--- src/common/amb_pkg.sv ---
/*
  amb_pkg: constants for the byte-wide asynchronous memory controller.
  assumes a 25 MHz MCLK; the access, pulse, recovery, turnaround and high times are turned into whole cycles here.
*/
package amb_pkg;
  localparam int ADDR_W = 17;
  localparam int DATA_W = 8;
  localparam int CLK_PERIOD_NS = 40;
  // pin timings in ns
  localparam int T_CYCLE_NS = 35;
  localparam int T_GLQV_NS = 15;
  localparam int T_ELQV_NS = 35;
  localparam int T_WLWH_NS = 15;
  localparam int T_DVWH_NS = 10;
  localparam int T_HIGH_NS = 2;
  localparam int T_WHEL_NS = 12;
  localparam int T_GHQZ_NS = 10;
  // least times round up, never below one cycle
  localparam int CYC_READ = (T_ELQV_NS + CLK_PERIOD_NS - 1) / CLK_PERIOD_NS + 1;
  localparam int CYC_WPULSE = (T_WLWH_NS + CLK_PERIOD_NS - 1) / CLK_PERIOD_NS;
  localparam int CYC_RECOVER = (T_WHEL_NS + CLK_PERIOD_NS - 1) / CLK_PERIOD_NS;
  localparam int CYC_TURN = (T_GHQZ_NS + CLK_PERIOD_NS - 1) / CLK_PERIOD_NS;
  localparam int CYC_HIGH = (T_HIGH_NS + CLK_PERIOD_NS - 1) / CLK_PERIOD_NS;
  // startup: 2 ms held idle after reset
  localparam int T_START_US = 2000;
  localparam int CYC_START = T_START_US * 1000 / CLK_PERIOD_NS;
  localparam int CNT_W = 17;
  typedef enum logic [2:0] {AMB_BOOT, AMB_IDLE, AMB_RD, AMB_WR, AMB_REC} amb_state_t;
endpackage

--- src/verilog/amb_ctrl.sv ---
/*
  amb_ctrl: host-side controller for a byte-wide asynchronous nonvolatile
  memory. it drives select, write strobe, output gate, address and data.
  assumes the memory pins are wired directly and that the data bus wire is
  resolved outside from DQ_O and DQ_OE_N.
*/
`timescale 1ns/100ps
// Function
// - write strobe stays high during reads
// - raised strobe/select stay high 2 ns
// - select falls at least 35 ns apart
// - write cycle at least 35 ns
// - address stable 18/20 ns through write
// - write pulse at least 15 ns
// - data setup 10 ns, hold 0
// - short recovery needs select raised each cycle
// - strobe high to select low 12 ns
// - pin modes: unselected, disabled, read, write
// - hold select, strobe high 2 ms startup
module amb_ctrl
  import amb_pkg::*;
#(
  parameter int START_CYCLES = CYC_START
)
(
  // clock, reset, enable
  input wire logic MCLK,
  input wire logic RST,
  input wire logic CE,
  // user request side
  input wire logic REQ,
  input wire logic REQ_WRITE,
  input wire logic [ADDR_W-1:0] REQ_ADDR,
  input wire logic [DATA_W-1:0] REQ_WDATA,
  output logic READY,
  output logic DONE,
  output logic [DATA_W-1:0] RDATA,
  // memory pins
  output logic [ADDR_W-1:0] MEM_A,
  output logic MEM_SEL_N,
  output logic MEM_WR_N,
  output logic MEM_OE_N,
  input wire logic [DATA_W-1:0] DQ_I,
  output logic [DATA_W-1:0] DQ_O,
  output logic DQ_OE_N
);
  amb_state_t state;
  amb_state_t next_state;
  logic [CNT_W-1:0] cnt;
  logic [CNT_W-1:0] next_cnt;
  logic [DATA_W-1:0] dq_sync;

  // read data crosses from the pins, so it passes the synchroniser
  amb_sync #(.W(DATA_W)) u_sync
  (
    .clk(MCLK),
    .rst(RST),
    .ce(CE),
    .d(DQ_I),
    .q(dq_sync)
  );

  wire cnt_zero = (cnt == '0);
  wire take = (state == AMB_IDLE) && REQ;

  // sequencing; each phase is held for its counted cycles
  always_comb
  begin
    next_state = state;
    next_cnt = cnt_zero ? cnt : cnt - 1'b1;
    case (state)
      AMB_BOOT:
        if (cnt_zero)
          next_state = AMB_IDLE;
      AMB_IDLE:
        if (REQ)
        begin
          next_state = REQ_WRITE ? AMB_WR : AMB_RD;
          // a write pulse lasts whole cycles; reads add synchroniser latency
          next_cnt = REQ_WRITE ? CNT_W'(CYC_WPULSE - 1) : CNT_W'(CYC_READ + 2);
        end
      AMB_RD, AMB_WR:
        if (cnt_zero)
        begin
          next_state = AMB_REC;
          next_cnt = CNT_W'(CYC_RECOVER + CYC_TURN + CYC_HIGH - 1);
        end
      AMB_REC:
        if (cnt_zero)
          next_state = AMB_IDLE;
      default:
        next_state = AMB_BOOT;
    endcase
  end

  // pin levels per state: select and strobe high outside access
  wire next_sel_n = !(next_state == AMB_RD || next_state == AMB_WR);
  wire next_wr_n = !(next_state == AMB_WR);
  wire next_oe_n = !(next_state == AMB_RD);
  wire next_dq_oe_n = !(next_state == AMB_WR); // drive only under a write
  wire rd_end = (state == AMB_RD) && cnt_zero;

  // state and counter
  always_ff @(posedge MCLK)
  begin
    if (RST)
    begin
      state <= AMB_BOOT;
      cnt <= CNT_W'(START_CYCLES);
    end
    else if (CE)
    begin
      state <= next_state;
      cnt <= next_cnt;
    end
  end

  // pin registers; address and data stay put until the next request
  always_ff @(posedge MCLK)
  begin
    if (RST)
    begin
      MEM_A <= '0;
      DQ_O <= '0;
      MEM_SEL_N <= 1'b1;
      MEM_WR_N <= 1'b1;
      MEM_OE_N <= 1'b1;
      DQ_OE_N <= 1'b1;
    end
    else if (CE)
    begin
      if (take)
      begin
        MEM_A <= REQ_ADDR;
        DQ_O <= REQ_WDATA;
      end
      MEM_SEL_N <= next_sel_n;
      MEM_WR_N <= next_wr_n;
      MEM_OE_N <= next_oe_n;
      DQ_OE_N <= next_dq_oe_n;
    end
  end

  // user answers
  always_ff @(posedge MCLK)
  begin
    if (RST)
    begin
      READY <= 1'b0;
      DONE <= 1'b0;
      RDATA <= '0;
    end
    else if (CE)
    begin
      READY <= (next_state == AMB_IDLE);
      DONE <= (state == AMB_REC) && cnt_zero;
      if (rd_end)
        RDATA <= dq_sync;
    end
  end
endmodule

--- src/verilog/amb_sync.sv ---
/*
  amb_sync: three-stage synchroniser with agreement on the last two stages.
  assumes the input comes from outside MCLK; stage one feeds stage two only.
*/
`timescale 1ns/100ps
module amb_sync
  import amb_pkg::*;
#(
  parameter int W = 8
)
(
  // clock and control
  input wire logic clk,
  input wire logic rst,
  input wire logic ce,
  // data
  input wire logic [W-1:0] d,
  output logic [W-1:0] q
);
  logic [W-1:0] s1;
  logic [W-1:0] s2;
  logic [W-1:0] s3;
  // value accepted once stages two and three agree
  wire [W-1:0] agree = ~(s2 ^ s3);
  wire [W-1:0] next_q = (agree & s3) | (~agree & q);

  // shift chain, frozen while ce is low
  always_ff @(posedge clk)
  begin
    if (rst)
    begin
      s1 <= '0;
      s2 <= '0;
      s3 <= '0;
      q <= '0;
    end
    else if (ce)
    begin
      s1 <= d;
      s2 <= s1;
      s3 <= s2;
      q <= next_q;
    end
  end
endmodule

--- config.mk ---
export PLATFORM = sky130hd
export DESIGN_NAME = amb_ctrl
export DESIGN_NICKNAME = d
export VERILOG_FILES = /design/src/common/amb_pkg.sv /design/src/verilog/amb_ctrl.sv /design/src/verilog/amb_sync.sv
export SDC_FILE = /design/constraint.sdc
export NUM_CORES = 1
export LEC_CHECK = 0
export CAP_MARGIN = 20
export CORE_ASPECT_RATIO = 1.75
export CORE_MARGIN = 5
export CORE_UTILIZATION = 65
export CTS_CLUSTER_DIAMETER = 80
export DETAILED_ROUTE_END_ITERATION = 12
export DONT_BUFFER_PORTS = 1
export MAX_ROUTING_LAYER = met4
export PLACE_DENSITY = 0.81
export SETUP_SLACK_MARGIN = 0.5
export SLEW_MARGIN = 20
export SYNTH_ARGS = -nofsm -noshare
export SYNTH_HDL_FRONTEND = slang
export SYNTH_SLANG_ARGS = --single-unit
--- constraint.sdc ---
create_clock -name MCLK -period 6.2 [get_ports MCLK]
set_clock_uncertainty 0.15 [all_clocks]
set_input_delay 0.93 -clock MCLK [delete_from_list [all_inputs] [get_ports MCLK]]
set_output_delay 0.93 -clock MCLK [all_outputs]
set_load 0.02 [all_outputs]
==> impl_metrics.yaml, run 1 <==
finish:
  diodes: 0
  fin_nets: 453
  drive_gt1_share_pct: 7.19
  num-fill-cells: 486
  area_growth_pct: 4.24
cts:
  clk_latency_ns: 0.36
  clkTransAtPathRegs_ns: 0.09
  post_cts_buffers: 0
  cts_resized: 0
  cts-buffers-inserted: 9
  htree_levels: 3
  cts_buffer_depth: 2
  hold_buffers: 0
  cts_tree: "yes"
  root_buffer: "clkbuf_8"
  cts.sinks: 90
worst_setup_path:
  end_kind: "flop"
  crit_path_start_kind: "input port"
  crit_buf_inv: 1
  slowest_delay_ns: 0.69
  cp_max_fo: 27
  crit_slowest_cell: "nor4bb_2"
  critical_path.top_delay_family: "simple AND/OR/NAND/NOR gates"
  required_ns: 6.29
  path_class: "in -> reg"
  path_cells: "nor4bb_2, buf_4, nand2_1, o21ai_4, o21ai_0"
  crit_arrival_ns: 2.92
yosys:
  synth_edf_count: 0
  synth.distinct_cells: 53
  synth_top_area_share_pct: 47.0
  synth.largest_area_cell: "dfxtp_1"
  yosysSeqAreaShare_pct: 47.0
  ys_top_cells_by_area: "dfxtp_1 (47%), mux2i_1 (6.8%), nand2_1 (6.6%)"
  yosysWarnings: 0
  postSynthAreaPerCell_um2: 8.84
  synth_cells: 434
  ys.flop_type: "dfxtp_1"
  synthesis.area_um2: 3830
  syn-num-nets: 474
  ys_ff_latch: 90
  synthArstFlopShare_pct: 0
timing:
  fmax_ghz: 0.354
  setup_viol: 0
  period_share_pct: 45.5
  hold_viol: 0
  tightest_slew_ns: 0.935
  rsz0062_at_grt: "no"
  holdWs_ns: 0.320
  slew_headroom_pct: 37.5
  slew_viol_final: 0
  finalSetupTns_ns: 0
  period_needed_ns: 2.82
drt:
  drc_errors: 0
  dr.pass1.iters: 4
  wire_per_inst_um: 16.8
  drtIter0Drc: 238
  wl_um: 8310
  viasPerCell: 6.24
  ant_nets: 0
  num_vias: 3087
global_routing:
  grt_start_max_net_pins: 88
  grt_antenna_before_repair: 0
  grt_use_total_pct: 23.7
  globalRouteOverflowTotal: 0
  grt_pass1_vias: 2927
  grt_pass1_wl_um: 13500
die:
  row_count: 37
  die_height_um: 112
  die_width_um: 68.1
  die_area_um2: 7600
  coreArea_um2: 5830
  start_util_pct: 65.7
  top_level_ports: 77
pwr:
  power.leakage_nw: 1.43
  ir_drop_mv: 0.254
  cellPowerDensity_nw_per_um2: 262
place:
  portBuffers: 0
  gp_congestion: 0.949
  place_hpwl_um: 5600
run:
  drv_cap: 0
outcome:
  status: "finished, final reports clean"
hold_path:
  hold_class: "reg -> reg"
==> tightest hold or removal path, delay by kind of cell (launching register included) <==
kind	cells	cell delay (ns)
AO/OA/AOI/OAI	1	0.05
flip-flops	1	0.33
AND/OR/NAND/NOR	1	0.06
==> metal layers <==
layer	global-route usage, %	part of all wire (%)	up-vias
li1	-	-	1522
met1	24.9	38	1485
met2	39.2	55	64
met3	6.36	4.5	16
met4	12.2	2.6	0
met5	-	0	-
==> stage by stage <==
step	worst slack (ns)	total power [W]	util [%]	cell area (um^2)	cells
floorplan	3.54	0.000657	-	3830	434
CTS	3.06	0.00106	68.4	3990	495
finish	3.38	0.00105	68.5	4000	495
global placement	2.81	0.000652	65.0	3790	480
global route	3.21	0.00110	68.5	4000	495
detailed placement	2.70	0.000654	65.0	3790	480
==> final cells by class <==
| class | instances | area, um^2 | area share, % |
|---|---|---|---|
| clock buffer | 10 | 138 | 3.44 |
| clock inverter | 5 | 63.8 | 1.60 |
| inverter | 8 | 30.0 | 0.751 |
| multi-input combinational | 302 | 1850 | 46.3 |
| sequential | 90 | 1800 | 45.1 |
| tap | 78 | 97.6 | 2.44 |
| timing repair buffer | 2 | 15.0 | 0.376 |
==> power by group <==
part	switching, W	internal [W]	leakage (nW)
Sequential	0.0000102	0.000588	0.729
Combinational	0.0000206	0.0000218	0.594
Clock	0.000209	0.000198	0.104
Total	0.000239	0.000808	1.43
==> placed cells by master (no fill, tap or decap), types with 3 or more instances in the layout <==
| master | count |
|---|---|
| a31oi_1 | 4 |
| o31ai_1 | 15 |
| inv_1 | 6 |
| or3_1 | 13 |
| dfxtp_1 | 90 |
| nor2_1 | 33 |
| nand4_1 | 10 |
| o21a_1 | 4 |
| nor4_1 | 4 |
| a21o_1 | 8 |
| mux2i_1 | 26 |
| clkbuf_8 | 10 |
| a21oi_1 | 47 |
| a211oi_1 | 7 |
| or4_1 | 6 |
| o41ai_1 | 3 |
| nand2_1 | 67 |
| o21ai_0 | 17 |
==> worst paths after layout <==
kind / start / endpoint / slack, ns / cells after the start
setup reg to reg: state[1] / cnt[8] / 3.39 / 5
setup / recovery: REQ / cnt[8] / 3.38 / 5
hold / removal: u_sync.s2[3] / flop / 0.32 / 2
hold reg to reg: u_sync.s2[3] / flop / 0.32 / 2
==> synthesized netlist by cell type, types with 2 or more instances <==
cell type and number:
dfxtp_1 90, nor4bb_1 2, nor4_1 4, a211oi_1 7
and2_1 2, ha_1 2, nand2_1 67, o41ai_1 3
a21o_1 8, buf_1 7, nor2_1 33, o21ai_0 17
nor3_1 2, o21a_1 4, or4_1 6, buf_2 3
clkbuf_1 20, or4_4 2, a21oi_1 47, or4b_2 2
o31ai_1 15, o32ai_1 2, inv_1 6, nand4_1 10
a211oi_2 2, buf_6 3, nor4b_1 2, or3_1 13
a31oi_1 4, mux2i_1 26
==> registers in the layout, indices dropped and copies added (netlist names), 3 cells and up, named ones only <==
signal / cells
DQ_O: 8
u_sync.s1: 8
RDATA: 8
cnt: 17
u_sync.s2: 8
u_sync.s3: 8
state: 3
MEM_A: 17
==> cells by family after synthesis <==
family	Yosys count	share of synthesized area [%]
AO/OA/AOI/OAI	120	20.3
multiplexers	26	6.79
buffers and inverters	42	4.89
adder cells (fa/ha/maj)	2	0.652
AND/OR/NAND/NOR	154	20.4
flip-flops	90	47.0
No activity file was read; power rests on OpenSTA's default activity.
==> run 2: changes to the inputs <==
Settings changed: CORE_UTILIZATION 65 to 56, PLACE_DENSITY 0.81 to 0.74.
Clock period 6.2 ns to 2.5 ns, I/O delays scaled along.
==> impl_metrics.yaml, run 2 (synthesized netlist as in run 1, its figures left out) <==
outcome:
  status: "finished, final reports clean"
place:
  portBuffers: 0
  place_hpwl_um: 6030
  gp_congestion: 0.908
  place_ws_ns: 0.0984
  placed_area_um2: 3900
cts:
  clkTransAtPathRegs_ns: 0.07
  root_buffer: "clkbuf_16"
  clk_latency_ns: 0.34
  cts.sinks: 90
  cts_tree: "yes"
  cts_buffer_depth: 2
  cts-buffers-inserted: 9
  htree_levels: 3
finish:
  reg_top3: "MEM_A (17), cnt (17)"
  fin_nets: 494
  drive_gt1_share_pct: 19.4
  final_cell_mix: "dfxtp_1 (81), nand2_1 (66), a21oi_1 (43)"
  num-fill-cells: 522
  area_growth_pct: 24.1
  final_common_cell: "dfxtp_1"
  diodes: 0
  stdcell_area_um2: 4760
worst_setup_path:
  crit_arrival_ns: 2.37
  crit_top_cell: "buf_4"
  slowest_delay_ns: 0.55
  required_ns: 2.58
  path_cells: "or4_4, nor4_4, buf_4, inv_4, buf_4, o31ai_1, a21oi_1"
  end_kind: "flop"
  path_class: "reg -> reg"
  cp_max_fo: 5
  crit_path_start_kind: "flop"
  crit_slowest_cell: "or4_4"
timing:
  hold_viol: 0
  tightest_slew_ns: 0.924
  slew_viol_final: 0
  slew_headroom_pct: 37.9
  finalSetupTns_ns: 0
  timing.final.ws_setup_ns: 0.205
  rsz0062_at_grt: "yes"
  fmax_ghz: 0.436
  period_share_pct: 91.8
  period_needed_ns: 2.30
  setup_viol: 0
  holdWs_ns: 0.00712
global_routing:
  grt_antenna_before_repair: 0
  grt_use_total_pct: 24.8
  grt_start_max_net_pins: 66
  grt_pass1_vias: 3347
  grt_pass1_wl_um: 16400
  globalRouteOverflowTotal: 0
drt:
  wl_met3_um: 623
  drc_errors: 0
  top_layer: "met4"
  viasPerCell: 6.23
  wire_per_inst_um: 18.6
  drtIter0Drc: 225
  wl_met2_um: 5470
  wl_um: 10100
  num_vias: 3385
  dr.pass1.iters: 6
  met1Wirelength_um: 3640
  ant_nets: 0
pwr:
  cellPowerDensity_nw_per_um2: 687
  ir_drop_mv: 0.538
  power.leakage_nw: 1.78
die:
  die_width_um: 72.6
  start_util_pct: 56.8
  die_area_um2: 8670
  row_count: 40
  coreArea_um2: 6760
  top_level_ports: 77
  die_height_um: 119
hold_path:
  hold_class: "in -> reg"
run:
  drv_cap: 0
## run 2: changes by cell type in the layout (fill, tap and decap cells not counted), moves of 4 or more
cell / change
o31ai_1: -4
a21oi_2: +4
clkbuf_16: +9
clkbuf_8: -8
buf_4: +17
dfxtp_1: -9
dlygate4sd3_1: +16
dfxtp_2: +7
a21oi_1: -4
## run 2: final cells by class
| class | instances | area, um^2 | share of cell area [%] |
|---|---|---|---|
| Multi-Input combinational cell | 302 | 2000 | 42.0 |
| Sequential cell | 90 | 1820 | 38.2 |
| Timing Repair Buffer | 42 | 427 | 8.96 |
| Clock buffer | 11 | 253 | 5.31 |
| Clock inverter | 5 | 108 | 2.26 |
| Tap cell | 84 | 105 | 2.21 |
| Inverter | 8 | 46.3 | 0.973 |
| Timing Repair inverter | 1 | 6.26 | 0.131 |
## run 2: path summary, 6_finish.rpt
check / from / end / slack [ns] / cells past startpoint
min reg2reg: u_sync.s2[0] / flop / 0.33 / 2
max: cnt[5] / RDATA[3] / 0.20 / 7
min: REQ_ADDR[9] / MEM_A[9] / 0.007 / 2
max reg2reg: cnt[5] / RDATA[3] / 0.20 / 7
## run 2: report_power, final
group	leakage (nW)	total, W	internal [W]	switching (W)
clock	0.176	0.00161	0.00104	0.000570
sequential	0.731	0.00149	0.00146	0.0000295
combinational	0.873	0.000173	0.0000894	0.0000835
## run 2: timing repair
| action | in CTS | in global routing |
|---|---|---|
| setup endpoints to repair | 32 | 34 |
| resized for setup | 34 | 11 |
| setup buffers | 12 | 1 |
| gates cloned | 2 | 0 |
| hold buffers | 16 | 1 |
| pin swaps | 15 | 7 |
| endpoints found under the hold margin | 79 | 1 |
## run 2: worst max-delay path: cells and delay by family (launching register included)
kind	cells	cell delay [ns]
AO/OA/AOI/OAI	2	0.35
buffers and inverters	3	0.45
flip-flops	1	0.35
AND/OR/NAND/NOR	2	0.88
## run 2: metrics by stage
step | utilization, % | total power, W | instances
after global routing | 70.4 | 0.00337 | 543
after CTS | 69.5 | 0.00326 | 541
after detailed placement | 57.7 | 0.00164 | 495
after global placement | 57.7 | 0.00163 | 495
after floorplan | - | 0.00164 | 434
final | 70.4 | 0.00327 | 543
## run 2: routing by layer
metal / vias up / track usage, %
li1: 1613 / -
met1: 1627 / 24.9
met2: 115 / 42.2
met3: 30 / 6.17
met4: 0 / 14.5
met5: - / -
